`config.mk`:
```
export PLATFORM = sky130hd
export DESIGN_NAME = operand_decoder
export DESIGN_NICKNAME = d
export VERILOG_FILES = /design/src/core/opdec_pkg.sv /design/src/core/operand_decoder.sv /design/src/core/operand_extract.sv
export SDC_FILE = /design/constraint.sdc
export NUM_CORES = 1
export LEC_CHECK = 0
export ABC_CLOCK_PERIOD_IN_PS = 3200
export BUFFER_PORTS_ARGS = -buffer_cell sky130_fd_sc_hd__buf_2
export CAP_MARGIN = 10
export CORE_AREA = 2 2 150 152
export DETAILED_ROUTE_END_ITERATION = 16
export DIE_AREA = 0 0 152 154
export PLACE_DENSITY = 0.82
export SYNTH_ARGS = -nofsm -noshare
export SYNTH_HDL_FRONTEND = slang
export SYNTH_SLANG_ARGS = --single-unit
```
`constraint.sdc`:
```
create_clock -name clk_i -period 3.2 [get_ports clk_i]
set_input_delay 0.64 -clock clk_i [delete_from_list [all_inputs] [get_ports clk_i]]
set_output_delay 0.64 -clock clk_i [all_outputs]
set_load 0.01 [all_outputs]
```
`src/core/opdec_pkg.sv`:
```
`default_nettype none
package opdec_pkg;

    // ==========================================
    // Opcodes that carry operand fields
    localparam logic [7:0] OPC_ADD_REG = 8'h04;
    localparam logic [7:0] OPC_ADD_LIT = 8'h06;
    localparam logic [7:0] OPC_ADD_FAR = 8'h08;
    localparam logic [7:0] OPC_JUMP = 8'h8D;
    localparam logic [7:0] OPC_BRANCH = 8'h8B;
    localparam logic [7:0] OPC_TRAP = 8'hF2;
    localparam logic [7:0] OPC_BIT = 8'hE2;
    localparam logic [7:0] OPC_INC_PAIR = 8'hA0;
    localparam logic [7:0] OPC_LOAD_INDEX = 8'hC7;

    // ==========================================
    // Field layout
    localparam logic [3:0] ESC_NIBBLE = 4'hE;
    localparam int POL_POS = 7;
    localparam int BIT_IDX_LSB = 4;
    localparam int HI_NIB_LSB = 4;
    localparam logic [15:0] OPCODE_LEN = 16'h0001;

    // ==========================================
    // Operand formats and controller states
    typedef enum logic [3:0] {
        FMT_NONE,
        FMT_ADD_REG,
        FMT_ADD_LIT,
        FMT_ADD_FAR,
        FMT_JUMP,
        FMT_BRANCH,
        FMT_TRAP,
        FMT_BIT,
        FMT_PAIR,
        FMT_INDEX
    } fmt_t;

    typedef enum logic [2:0] {
        ST_OPCODE,
        ST_OPERAND,
        ST_DECODED,
        ST_ADD_READ,
        ST_ADD_WRITE
    } state_t;

    // Decoded operand classes
    typedef struct packed {
        logic [11:0] src_loc;
        logic [11:0] dst_loc;
        logic [7:0] literal_operand_byte;
        logic [15:0] direct_address;
        logic [15:0] branch_target;
        logic [2:0] bit_index;
        logic polarity;
        logic [3:0] working_register;
        logic [3:0] working_pair;
        logic [7:0] register_pair;
        logic pair_is_working;
        logic odd_pair;
        logic [15:0] indexed_location;
        logic [7:0] vector;
    } operand_t;

    // Whole controller state
    typedef struct packed {
        state_t st;
        logic [7:0] opcode;
        fmt_t fmt;
        logic [1:0] count;
        logic [23:0] bytes;
        logic [15:0] inst_addr;
        operand_t ops;
        logic ops_valid;
        logic wr_en;
        logic [11:0] wr_loc;
        logic [7:0] wr_data;
    } core_t;

    localparam core_t CORE_RESET = '0;

    // Operand bytes that follow each opcode
    function automatic logic [1:0] operand_bytes(input fmt_t f);
        case (f)
            FMT_ADD_REG, FMT_ADD_LIT, FMT_JUMP, FMT_INDEX: operand_bytes = 2'd2;
            FMT_ADD_FAR: operand_bytes = 2'd3;
            FMT_NONE: operand_bytes = 2'd0;
            default: operand_bytes = 2'd1;
        endcase
    endfunction

endpackage

`default_nettype wire

```
`src/core/operand_decoder.sv`:
```
// Behaviour
// - Add object code: source byte before destination, except literal add (destination byte, then literal)
// - Register byte 0-255, escaped E selects working
// - Bit number is 3-bit field 0-7
// - Direct address is 16-bit unsigned
// - Far register location is 12 bits
// - Literal byte used directly as value
// - Working pairs only even registers 0-14
// - Register pairs only even locations 00-FE
// - Polarity is one bit, 0 or 1
// - Signed offset added to next instruction address
// - Signed index added to named register contents
// - Trap vector is 8-bit value
// - Add writes source plus destination to destination
`timescale 1ns/100ps
`default_nettype none

module operand_decoder
(
    // Clock and reset
    input wire logic clk_i,
    input wire logic reset_i,
    // Program memory byte stream
    input wire logic byte_valid_i,
    input wire logic [7:0] byte_i,
    input wire logic [15:0] byte_addr_i,
    output logic byte_ready_o,
    // Register context
    input wire logic [7:0] rp_i,
    input wire logic [15:0] base_value_i,
    output logic [11:0] base_loc_o,
    // Decoded operands
    output logic ops_valid_o,
    output logic [7:0] opcode_o,
    output var opdec_pkg::fmt_t fmt_o,
    output var opdec_pkg::operand_t ops_o,
    // Register file port for the add
    output logic [11:0] src_loc_o,
    output logic [11:0] dst_loc_o,
    input wire logic [7:0] src_value_i,
    input wire logic [7:0] dst_value_i,
    output logic write_en_o,
    output logic [11:0] write_loc_o,
    output logic [7:0] write_data_o
);

    // ==========================================
    // State
    opdec_pkg::core_t q;
    opdec_pkg::core_t d;
    opdec_pkg::operand_t ext;

    // ==========================================
    // Opcode routing
    // Unknown opcodes map to no format and are skipped
    function automatic opdec_pkg::fmt_t opcode_fmt(input logic [7:0] opc);
        case (opc)
            opdec_pkg::OPC_ADD_REG: opcode_fmt = opdec_pkg::FMT_ADD_REG;
            opdec_pkg::OPC_ADD_LIT: opcode_fmt = opdec_pkg::FMT_ADD_LIT;
            opdec_pkg::OPC_ADD_FAR: opcode_fmt = opdec_pkg::FMT_ADD_FAR;
            opdec_pkg::OPC_JUMP: opcode_fmt = opdec_pkg::FMT_JUMP;
            opdec_pkg::OPC_BRANCH: opcode_fmt = opdec_pkg::FMT_BRANCH;
            opdec_pkg::OPC_TRAP: opcode_fmt = opdec_pkg::FMT_TRAP;
            opdec_pkg::OPC_BIT: opcode_fmt = opdec_pkg::FMT_BIT;
            opdec_pkg::OPC_INC_PAIR: opcode_fmt = opdec_pkg::FMT_PAIR;
            opdec_pkg::OPC_LOAD_INDEX: opcode_fmt = opdec_pkg::FMT_INDEX;
            default: opcode_fmt = opdec_pkg::FMT_NONE;
        endcase
    endfunction

    function automatic logic is_add(input opdec_pkg::fmt_t f);
        is_add = (f == opdec_pkg::FMT_ADD_REG) || (f == opdec_pkg::FMT_ADD_LIT)
            || (f == opdec_pkg::FMT_ADD_FAR);
    endfunction

    // ==========================================
    // Field extractor on the captured bytes
    operand_extract u_extract
    (
        .fmt_i(q.fmt),
        .bytes_i(q.bytes),
        .inst_addr_i(q.inst_addr),
        .rp_i(rp_i),
        .base_value_i(base_value_i),
        .ops_o(ext)
    );

    // ==========================================
    // Next state
    always_comb
    begin
        d = q;
        d.ops_valid = 1'b0;
        d.wr_en = 1'b0;
        case (q.st)
            opdec_pkg::ST_OPCODE:
            begin
                if (byte_valid_i)
                begin
                    d.opcode = byte_i;
                    d.fmt = opcode_fmt(byte_i);
                    d.inst_addr = byte_addr_i;
                    d.count = 2'd0;
                    d.bytes = '0;
                    if (d.fmt != opdec_pkg::FMT_NONE)
                        d.st = opdec_pkg::ST_OPERAND;
                end
            end
            opdec_pkg::ST_OPERAND:
            begin
                // Bytes land in fetch order, lowest slot first
                if (byte_valid_i)
                begin
                    d.bytes[q.count*8 +: 8] = byte_i;
                    d.count = q.count + 2'd1;
                    if (d.count == opdec_pkg::operand_bytes(q.fmt))
                        d.st = opdec_pkg::ST_DECODED;
                end
            end
            opdec_pkg::ST_DECODED:
            begin
                // Fields settle one cycle after the last byte
                d.ops = ext;
                d.ops_valid = 1'b1;
                if (is_add(q.fmt))
                    d.st = opdec_pkg::ST_ADD_READ;
                else
                    d.st = opdec_pkg::ST_OPCODE;
            end
            opdec_pkg::ST_ADD_READ:
            begin
                // Register file reads are combinational this cycle
                d.wr_loc = q.ops.dst_loc;
                if (q.fmt == opdec_pkg::FMT_ADD_LIT)
                    d.wr_data = dst_value_i + q.ops.literal_operand_byte;
                else
                    d.wr_data = dst_value_i + src_value_i;
                d.wr_en = 1'b1;
                d.st = opdec_pkg::ST_ADD_WRITE;
            end
            opdec_pkg::ST_ADD_WRITE:
                d.st = opdec_pkg::ST_OPCODE;
            default:
                d = opdec_pkg::CORE_RESET;
        endcase
    end

    // ==========================================
    // State register
    always_ff @(posedge clk_i)
    begin
        if (reset_i)
            q <= opdec_pkg::CORE_RESET;
        else
            q <= d;
    end

    // ==========================================
    // Outputs
    // No fetch while fields settle or the add runs
    assign byte_ready_o = (q.st == opdec_pkg::ST_OPCODE) || (q.st == opdec_pkg::ST_OPERAND);
    assign base_loc_o = {rp_i, q.bytes[3:0]};
    assign ops_valid_o = q.ops_valid;
    assign opcode_o = q.opcode;
    assign fmt_o = q.fmt;
    assign ops_o = q.ops;
    assign src_loc_o = q.ops.src_loc;
    assign dst_loc_o = q.ops.dst_loc;
    assign write_en_o = q.wr_en;
    assign write_loc_o = q.wr_loc;
    assign write_data_o = q.wr_data;
endmodule

`default_nettype wire

```
`src/core/operand_extract.sv`:
```
`timescale 1ns/100ps
`default_nettype none

module operand_extract
(
    // Captured instruction
    input wire opdec_pkg::fmt_t fmt_i,
    input wire logic [23:0] bytes_i,
    input wire logic [15:0] inst_addr_i,
    // Context
    input wire logic [7:0] rp_i,
    input wire logic [15:0] base_value_i,
    // Result
    output var opdec_pkg::operand_t ops_o
);

    // ==========================================
    // Helpers
    // Escaped byte picks a working register in the pointer's bank
    function automatic logic [11:0] reg_loc(input logic [7:0] b, input logic [7:0] rp);
        if (b[7:4] == opdec_pkg::ESC_NIBBLE)
            reg_loc = {rp, b[3:0]};
        else
            reg_loc = {4'h0, b};
    endfunction

    function automatic logic [15:0] sext(input logic [7:0] b);
        sext = {{8{b[7]}}, b};
    endfunction

    logic [7:0] b0;
    logic [7:0] b1;
    logic [7:0] b2;

    assign b0 = bytes_i[7:0];
    assign b1 = bytes_i[15:8];
    assign b2 = bytes_i[23:16];

    // ==========================================
    // Field extraction per format
    always_comb
    begin
        ops_o = '0;
        case (fmt_i)
            opdec_pkg::FMT_ADD_REG:
            begin
                ops_o.src_loc = reg_loc(b0, rp_i);
                ops_o.dst_loc = reg_loc(b1, rp_i);
            end
            opdec_pkg::FMT_ADD_LIT:
            begin
                ops_o.dst_loc = reg_loc(b0, rp_i);
                ops_o.literal_operand_byte = b1;
            end
            opdec_pkg::FMT_ADD_FAR:
            begin
                ops_o.src_loc = {b0, b1[7:4]};
                ops_o.dst_loc = {b1[3:0], b2};
            end
            opdec_pkg::FMT_JUMP:
                ops_o.direct_address = {b0, b1};
            opdec_pkg::FMT_BRANCH:
                // Offset counts from the next instruction
                ops_o.branch_target = inst_addr_i + opdec_pkg::OPCODE_LEN
                    + {14'h0000, opdec_pkg::operand_bytes(fmt_i)} + sext(b0);
            opdec_pkg::FMT_TRAP:
                ops_o.vector = b0;
            opdec_pkg::FMT_BIT:
            begin
                ops_o.polarity = b0[opdec_pkg::POL_POS];
                ops_o.bit_index = b0[opdec_pkg::BIT_IDX_LSB +: 3];
                ops_o.working_register = b0[3:0];
                ops_o.dst_loc = {rp_i, b0[3:0]};
            end
            opdec_pkg::FMT_PAIR:
            begin
                // Odd low bit is flagged, never honoured
                ops_o.odd_pair = b0[0];
                if (b0[7:4] == opdec_pkg::ESC_NIBBLE)
                begin
                    ops_o.pair_is_working = 1'b1;
                    ops_o.working_pair = {b0[3:1], 1'b0};
                    ops_o.dst_loc = {rp_i, b0[3:1], 1'b0};
                end
                else
                begin
                    ops_o.register_pair = {b0[7:1], 1'b0};
                    ops_o.dst_loc = {4'h0, b0[7:1], 1'b0};
                end
            end
            opdec_pkg::FMT_INDEX:
            begin
                ops_o.dst_loc = {rp_i, b0[opdec_pkg::HI_NIB_LSB +: 4]};
                ops_o.src_loc = {rp_i, b0[3:0]};
                ops_o.indexed_location = base_value_i + sext(b1);
            end
            default:
                ops_o = '0;
        endcase
    end

endmodule

`default_nettype wire

```
# ---- Yosys cells after proc, flatten, opt, wreduce, memory -nomap -nowiden
# Cells that the tools add are included.
dict set report word_totals {
  ff_bits 189
  in_bits 67
  out_inout_bits 181
  wordCells 115
}
dict set report op_classes {
  add_sub_neg 8
  eq_ne 29
  n_shift 2
  muxes 36
  bitwise 2
  reduce_logical 14
}
# cell count
set op_table {}
lappend op_table {{111-bit one-hot mux with 2 select lines} 1}
lappend op_table {{26-bit one-hot mux with 3 select lines} 1}
lappend op_table {{12-bit one-hot mux with 6 select lines} 1}
lappend op_table {{57-bit two-way mux} 1}
lappend op_table {{8-bit equality test, second input constant} 6}
lappend op_table {{16-bit two-way mux} 3}
lappend op_table {{21-bit one-hot mux with 2 select lines} 1}
lappend op_table {{8-bit two-way mux} 5}
lappend op_table {{12-bit two-way mux} 3}
lappend op_table {{12-bit one-hot mux with 3 select lines} 1}
lappend op_table {{4-bit one-hot mux with 9 select lines} 1}
lappend op_table {{5-bit negation with 34-bit output} 1}
lappend op_table {{8-bit by 34-bit variable shift with 24-bit output, first input constant} 1}
lappend op_table {{8-bit by 34-bit variable part select with 24-bit output} 1}
lappend op_table {{16-bit adder} 2}
lappend op_table {{16-bit one-hot mux with 2 select lines} 1}
lappend op_table {{26-bit two-way mux} 1}
lappend op_table {{24-bit bitwise mux} 1}
lappend op_table {{12-bit one-hot mux with 2 select lines} 1}
lappend op_table {{16-bit by 1-bit adder with 16-bit output, second input constant} 1}
lappend op_table {{16-bit by 2-bit adder with 16-bit output} 1}
lappend op_table {{8-bit adder} 2}
lappend op_table {{4-bit by 3-bit equality test with 1-bit output, second input constant} 4}
lappend op_table {{4-bit equality test, second input constant} 4}
lappend op_table {{27 further kinds} 46}

# ---- Depth between registers and ports, before layout
# Gate-level depths: netlist of the first run.
dict set report depth {
  depth_word 9
  depth_mapped 14
  depth_no_buf 13
}

# ---- By module
# A second synthesis of the first run with hierarchy kept.
dict set report hier_totals {
  hier_cells 1244
  hier_area_um2 11090.6
}
# module n_inst cells_per_inst area_each_um2 seq_area_each_um2
set modules_own_cells {}
lappend modules_own_cells {operand_decoder 1 821 8239.2 3783.6}
lappend modules_own_cells {operand_extract 1 423 2851.5 0.0}

# ---- Least setup slack after synthesis of the first run
# OpenSTA, ideal clock, no wires.
dict set report synth_timing {
  path_type {reg-to-reg}
  startpoint {register q (netlist bit fmt_o[1])}
  endpoint {register q (netlist bit ops_o[54])}
  setup_time_ps 117
  t_arrival_ps 3041
  required_time_ps 3083
  setup_slack_ps 42
  path_stages_with_launch 14
  n_path_buf 2
  synth_period_minus_slack_ps 3158
  path_cell_list {dfxtp_1 buf_6 buf_2 nor2b_1 nor2_1 o22ai_1 fa_1 fa_1 a21oi_1 nor2_1 o21a_1 o21a_1 or3_1 a32o_1}
}
dict set report synth_between {
  elab_chain_cells 8
  word_cells_on_any_way 14
  classes_between {add/sub (2); eq/ne (6); mux (4); reduce/logical (2)}
}
# item line
set synth_rtl {}
lappend synth_rtl {{start, declared} operand_decoder.sv:49} ;# opdec_pkg::core_t q;
lappend synth_rtl {{start signal, assigned} operand_decoder.sv:153} ;# q <= opdec_pkg::CORE_RESET;
lappend synth_rtl {{4-bit by 1-bit equality test with 1-bit output, or another cell as far along} opdec_pkg.sv:84} ;# case (f)
lappend synth_rtl {{4-bit OR reduction} opdec_pkg.sv:84}
lappend synth_rtl {{2-bit one-hot mux with 3 select lines} opdec_pkg.sv:84}
lappend synth_rtl {{2-bit two-way mux} operand_extract.sv:44} ;# case (fmt_i)
lappend synth_rtl {{16-bit by 2-bit adder with 16-bit output} operand_extract.sv:65} ;# + {14'h0000, opdec_pkg::operand_bytes(fmt_i)} + sext(b0);
lappend synth_rtl {{16-bit adder} operand_extract.sv:65}
lappend synth_rtl {{16-bit two-way mux (*)} operand_extract.sv:44}
lappend synth_rtl {{111-bit one-hot mux with 2 select lines (*)} operand_decoder.sv:95} ;# case (q.st)
# Every way passes the cells marked *; elsewhere a longest branch is shown, timed or not. The select of a mux whose other input is x is not followed.
# A chain may end at the register's enable or synchronous reset.

# ---- Worst setup path in the final report of the first run
dict set report layout_timing {
  startpoint {register q (netlist bit fmt_o[2])}
  endpoint {register q (netlist bit write_data_o[6])}
}
dict set report layout_between {
  elab_chain_cells 3
}
# item line
set layout_rtl {}
lappend layout_rtl {{4-bit by 2-bit equality test with 1-bit output} operand_decoder.sv:134} ;# if (q.fmt == opdec_pkg::FMT_ADD_LIT)
lappend layout_rtl {{8-bit two-way mux} operand_decoder.sv:134}
lappend layout_rtl {{21-bit one-hot mux with 2 select lines} operand_decoder.sv:95}
# No other way between the ends.

==> results of run 1 <==
[flip-flops by register name (all words and copies together) (netlist names)]
signal,count
q,41
ops_valid_o,1
src_loc_o,12
opcode_o,8
base_loc_o,4
write_data_o,8
fmt_o,4
dst_loc_o,12
write_loc_o,12
write_en_o,1
ops_o,84
[logic make-up after synthesis]
logic type,Yosys count,share of synthesized area
mux,14,0.0143
compound gates,324,0.214
flops,187,0.350
fa+ha+maj,59,0.0718
simple gates,355,0.160
xor+xnor,31,0.0254
buf+inv,276,0.165
other cells,1,0.000350
[layer usage]
layer | global-route usage | routed length (µm) | part of all wire | vias to the layer above
li1 | - | - | - | 4353
met1 | 0.296 | 11800 | 0.41 | 4332
met2 | 0.401 | 13900 | 0.48 | 390
met3 | 0.0538 | 2230 | 0.077 | 71
met4 | 0.0948 | 867 | 0.030 | 0
met5 | 0 | 0 | 0 | -
[cell usage in the layout (no fill, tap or decap), types with 4 or more instances in the layout]
master / synthesis / layout
o21a_1: 7 / 7
buf_4: 179 / 35
o21ai_0: 17 / 16
xor2_1: 9 / 9
nand3_1: 7 / 7
o21ai_1: 19 / 20
and3_1: 9 / 9
o211ai_1: 4 / 4
clkbuf_16: 0 / 17
inv_1: 28 / 28
or4_1: 4 / 4
ha_1: 55 / 55
nand3b_1: 10 / 10
nor2_1: 189 / 189
xnor2_1: 22 / 22
a22o_1: 20 / 20
nand4_1: 5 / 5
mux2i_1: 6 / 6
a22oi_1: 136 / 136
inv_6: 0 / 5
dfxtp_1: 187 / 186
nand2b_1: 8 / 8
bufinv_16: 0 / 4
o31ai_1: 5 / 5
nor3_2: 4 / 5
nand2_1: 59 / 59
mux2_2: 7 / 7
buf_2: 20 / 244
and2_1: 4 / 4
a222oi_1: 6 / 6
a21o_1: 10 / 10
nor2b_1: 9 / 9
a21oi_1: 60 / 59
nor3_1: 16 / 15
[repair_timing]
item / CTS / global route
pin swaps: 0 / 2
resized for setup: 1 / 7
endpoints found under the setup margin: 1 / 5
hold buffers: 0 / 0
buffers inserted: 0 / 1
[power breakdown]
group          total, mW  switching, mW  internal (mW)
Combinational      0.347          0.210          0.137
Clock               2.25          0.944           1.31
Sequential          2.36         0.0133           2.34
[final cells by class]
class                           count  area (µm²)
Multi-Input combinational cell    785        5240
Inverter                           29         109
Clock buffer                       17         425
Timing Repair Buffer              281        1520
Sequential cell                   187        3740
Antenna cell                        2        5.00
Tap cell                          280         350
Fill cell                        1944       10100
Clock inverter                     12         188
[final timing paths]
kind,endpoint,slack (ns),cells after the start
max,write_data_o[6],0.14,13
min,ops_o[56],0.45,2
max reg2reg,write_data_o[6],0.14,13
min reg2reg,ops_o[56],0.45,2
[per-stage QoR]
stage,instances,worst slack [ns]
4_1_cts,1590,0.0282
3_3_place_gp,1561,0.115
5_1_grt,1592,-0.00804
2_1_floorplan,1248,0.0416
6_report,1593,0.142
3_5_place_dp,1561,0.00447
[worst max-delay path: cells and delay by family (launching register included)]
kind	cells	cell delay, ns
DFF	1	0.34
AOI/OAI and AO/OA	4	0.70
and+or+nand+nor	4	0.89
muxes	1	0.38
adders and majority gates	2	0.40
buffers and inverters	2	0.24
==> results.yml, run 1 <==
sta:
  hold_violations: 0
  setup_viol: 0
  hold_ws_ns: 0.448
  slew_viol_final: 0
  slew_headroom: 0.387
  fin_skew_ns: 0.00925
  tightest_slew_ns: 0.920
  min_period_ns: 3.06
  timing.fmax_ghz: 0.327
  fin_tns_setup_ns: 0
  finalCritPeriodShare: 0.955
route:
  drc: 0
  wl_per_cell_um: 18.1
  firstDrtPassIters: 8
  vias_per_cell: 5.74
  drtAntennaViolNets: 0
  drtIter0Drc: 866
  wirelength_um: 28800
  vias: 9146
yosys:
  synth_top_area_frac: 0.350
  seq_area_frac_synth: 0.350
  yosysTopAreaCell: "dfxtp_1"
  synth_warnings: 0
  yosysUniqueCellTypes: 80
  synthTopCellsByCount: "nor2_1 (189), dfxtp_1 (187), buf_4 (179)"
  synthTopCellsByArea: "dfxtp_1 (35%), buf_4 (13%), a22oi_1 (9.5%)"
  synth_ff_type: "dfxtp_1"
  yosysMostFrequentCell: "nor2_1"
  synthArstFlopShare: 0
  synth_cells: 1247
  netlist_area_mm2: 0.0107
  postSynthAreaPerCell_um2: 8.58
  synth_edf_count: 0
  synth-seq-cells: 187
die:
  initial_core_util: 0.493
  io_pins: 248
  die-area_mm2: 0.0234
  die_w_um: 152
  fp.dieH_um: 154
  rows: 54
  core_area_mm2: 0.0217
global_route:
  grt_max_degree: 90
  grt_pass1_vias: 8553
  grt_usage: 0.238
  antenna_found_initial: 1
  grt_pass1_wl_um: 45300
  grt_overflow: 0
power_and_ir_drop:
  ir_drop_mv: 0.386
  leakagePower_nw: 5.23
  power_density_mw_per_mm2: 428
  p_total_mw: 4.96
clock_network:
  cts_tree: "built"
  h-tree-depth: 4
  clk_pin_slew_ns: 0.07
  clock-sinks: 187
  clk_path_buf_depth: 2
  clk_latency_ns: 0.44
  cts_made_buffers: 17
  root_buffer: "clkbuf_16"
run:
  max-cap-violations: 0
critical_path:
  path_max_fanout: 13
  cp_slowest_cell: "mux2_2"
  setup.worst_path.start: "fmt_o[2]"
  slowest_delay_ns: 0.38
  crit_path_start_kind: "flip-flop"
  path_cells: "buf_4 > nand2b_1 > nor3_4 > mux2_2 > ha_1 > inv_1 > fa_1 > nor2b_1 > o21ai_1 > a21boi_1 > o21a_1 > or3_1 > a32o_1"
  critPathKind: "reg2reg"
  crit_arrival_ns: 3.39
  endpoint_kind: "flip-flop"
  required_ns: 3.53
  timing.rr.start: "fmt_o[2]"
cells_and_area:
  area_delta_synth_final_pct: 8.12
  drive_gt1_frac: 0.262
  stdcell_area_mm2: 0.0116
  post-route-util: 0.534
  layout.nets: 1427
placed_design:
  portBuffers: 245
  place.gp.congestion: 0.925
  placed_area_mm2: 0.0109
  hpwl_um: 21100
hold_path:
  hp-class: "reg2reg"
  min_from: "ops_o[56]"
status:
  outcome: "finished, final reports clean"
Power figures use the tool's default switching activity.
==> run 2, diff against run 1 <==
Settings changed: CORE_AREA 2 2 150 152 to 2 2 152 154, DIE_AREA 0 0 152 154 to 0 0 154 156, SYNTH_HIERARCHICAL set to 1.
==> run 2 against run 1 <==
- die area up 2.6%
- core utilization down 0.060 points
- global-route usage up 0.64 points
- cell count up 0.13%
- total power down 2.7%
- worst setup slack worse by 0.038 ns
- via count up 2.1%
- non-clock buffer count up 5
- synthesized area up 3.6%
- critical path type unchanged
- combinational power up 6.9%
- clock power down 8%
- synthesized cell count down 0.24%
==> results.yml, run 2 <==
critical_path:
  cp_common_cell: "fa_1"
  path_buf_inv: 1
  required_ns: 3.59
  path_max_fanout: 7
  crit_arrival_ns: 3.48
  crit_path_start_kind: "flip-flop"
  cp_slowest_cell: "fa_1"
  slowest_delay_ns: 0.53
  critPathKind: "reg2reg"
  endpoint_kind: "flip-flop"
  path_cells: "nand2b_1 > o21a_1 > o21ai_0 > fa_1 > inv_1 > fa_1 > nor2b_2 > o21bai_2 > a211oi_1 > mux2_2 > o211ai_1 > a22o_1"
  critical_path.top_delay_family: "adder cells"
clock_network:
  h-tree-depth: 4
  clock-sinks: 189
  clk_pin_slew_ns: 0.07
  root_buffer: "clkbuf_16"
  clk_latency_ns: 0.44
  postCtsHoldBufs: 0
  cts_made_buffers: 17
  cts_tree: "built"
  clk_path_buf_depth: 2
route:
  wl_per_cell_um: 19.1
  vias: 9335
  drtIter0Drc: 972
  drc: 0
  drtAntennaViolNets: 0
  firstDrtPassIters: 6
  vias_per_cell: 5.85
  wirelength_um: 30500
sta:
  timing.fmax_ghz: 0.323
  fin_skew_ns: 0.0114
  min_period_ns: 3.10
  slew_headroom: 0.237
  tightest_slew_ns: 1.14
  setup_viol: 0
  hold_violations: 0
  finalCritPeriodShare: 0.968
  slew_viol_final: 0
  rsz0062_at_grt: "yes"
global_route:
  antenna_found_initial: 0
  grt_pass1_vias: 8482
  grt_overflow: 0
  grt_pass1_wl_um: 46800
  grt_max_degree: 100
  grt_usage: 0.244
yosys:
  yosysTopAreaCell: "dfxtp_1"
  netlist_area_mm2: 0.0111
  synthTopCellsByArea: "dfxtp_1 (34%), buf_4 (13%), a22o_1 (9.6%)"
  synth_top_family_by_area: "compound AO/OA/AOI/OAI gates"
  yosysMostFrequentCell: "dfxtp_1"
  synth_top_area_frac: 0.341
  muxShareOfSynthArea: 0.0155
  postSynthAreaPerCell_um2: 8.92
  synth_xor_area_frac: 0.0166
  synthArstFlopShare: 0
  synth_ff_type: "dfxtp_1"
  synth_cells: 1244
  synth-seq-cells: 189
  synth_edf_count: 0
  synth_compound_area_frac: 0.239
  synthTopCellsByCount: "dfxtp_1 (189), buf_4 (185), a22o_1 (121)"
  synth_warnings: 6
  yosysUniqueCellTypes: 77
  synthAdderAreaFrac: 0.0693
  synthSimpleGateAreaFrac: 0.154
  seq_area_frac_synth: 0.341
die:
  core_area_mm2: 0.0224
  rows: 55
  fp.dieH_um: 156
  initial_core_util: 0.496
  io_pins: 248
  die-area_mm2: 0.0240
  die_w_um: 154
cells_and_area:
  drive_gt1_frac: 0.273
  largest_reg_flops: 86
  mostFrequentLayoutCells: "buf_2 (247), dfxtp_1 (186), a22o_1 (121)"
  area_delta_synth_final_pct: 7.48
  diodes: 0
  fillCellCount: 2021
  layout.nets: 1424
  register_area_mm2: 0.00379
  instances_no_fill: 1595
  layout_commonest_cell: "buf_2"
  post-route-util: 0.533
  multiInputGateArea_mm2: 0.00553
placed_design:
  hpwl_um: 22400
  dp.cells: 1564
  portBuffers: 247
  place.gp.congestion: 0.960
power_and_ir_drop:
  ir_drop_mv: 0.338
  leakagePower_nw: 5.51
  power_density_mw_per_mm2: 405
status:
  outcome: "finished, final reports clean"
run:
  max-cap-violations: 0
hold_path:
  hp-class: "reg2reg"
## run 2: cell types whose count changed in the layout (fill, tap and decap cells not counted), moves of 7 or more
cell | before | now
and3_1 | 9 | 17
xnor2_1 | 22 | 12
and2_1 | 4 | 44
nand3b_1 | 10 | 3
a22oi_1 | 136 | 77
nor2_1 | 189 | 114
nand2_1 | 59 | 45
a21oi_1 | 59 | 42
a22o_1 | 20 | 121
o21ai_0 | 16 | 28
o21ai_1 | 20 | 5
## run 2: power breakdown
part           internal [mW]  total [mW]  leakage, nW  switching, mW
Sequential              2.37        2.38         1.53         0.0149
Clock                   1.05        2.07        0.270           1.02
Combinational          0.144       0.371         3.71          0.227
Total                   3.56        4.82         5.51           1.26
## run 2: final timing paths
check                  startpoint         endpoint  slack [ns]  depth (start not counted)
setup reg to reg         fmt_o[2]        ops_o[56]        0.10                         12
hold reg to reg   write_data_o[7]  write_data_o[7]        0.44                          2
setup / recovery         fmt_o[2]        ops_o[56]        0.10                         12
hold / removal    write_data_o[7]  write_data_o[7]        0.44                          2
## run 2: cell type report
type	instances	area share
clock buffer	18	0.0368
multi-input combinational	776	0.464
clock inverter	13	0.0104
inverter	28	0.00903
tap	285	0.0299
sequential	189	0.318
timing repair buffer	286	0.132
## run 2: cells by family (layout without fill, tap and decap cells)
logic type | Yosys count | count (layout)
AO/OA/AOI/OAI | 347 | 347
XOR/XNOR | 21 | 21
adder cells (fa/ha/maj) | 59 | 59
buffers and inverters | 280 | 345
flip-flops | 189 | 189
multiplexers | 16 | 16
other | 1 | 2
AND/OR/NAND/NOR | 331 | 331
## run 2: metal layers
layer	wire, µm	vias to the layer above	global-route usage
met1	13000	4449	0.321
met5	0	-	0
met2	14400	412	0.394
met4	849	0	0.0952
met3	2330	61	0.0522
li1	-	4413	-
## run 2: worst register-to-register path: stages, from the launching register on
cell,delay [ns]
dfxtp_2,0.40
nand2b_1,0.17
o21a_1,0.13
o21ai_0,0.10
fa_1,0.53
inv_1,0.07
fa_1,0.46
nor2b_2,0.19
o21bai_2,0.12
a211oi_1,0.28
mux2_2,0.37
o211ai_1,0.09
a22o_1,0.15
## run 2: what timing repair did
item | in CTS | in global routing
setup buffers | 0 | 0
endpoints found under the setup margin | 0 | 5
resized for setup | 0 | 6
hold endpoints to repair | 0 | 0
## run 2: through the flow
stage	TNS [ns]	hold WS [ns]	worst slack (ns)	power, mW	instance area [µm²]
finish	0	0.444	0.104	4.82	11900
global route	-0.0573	0.462	-0.0337	5.00	11900
detailed placement	0	0.437	0.0671	2.80	11300
global placement	0	0.438	0.132	2.80	11300
floorplan	0	0.426	0.0190	2.68	11100
CTS	0	0.434	0.0396	4.84	11900
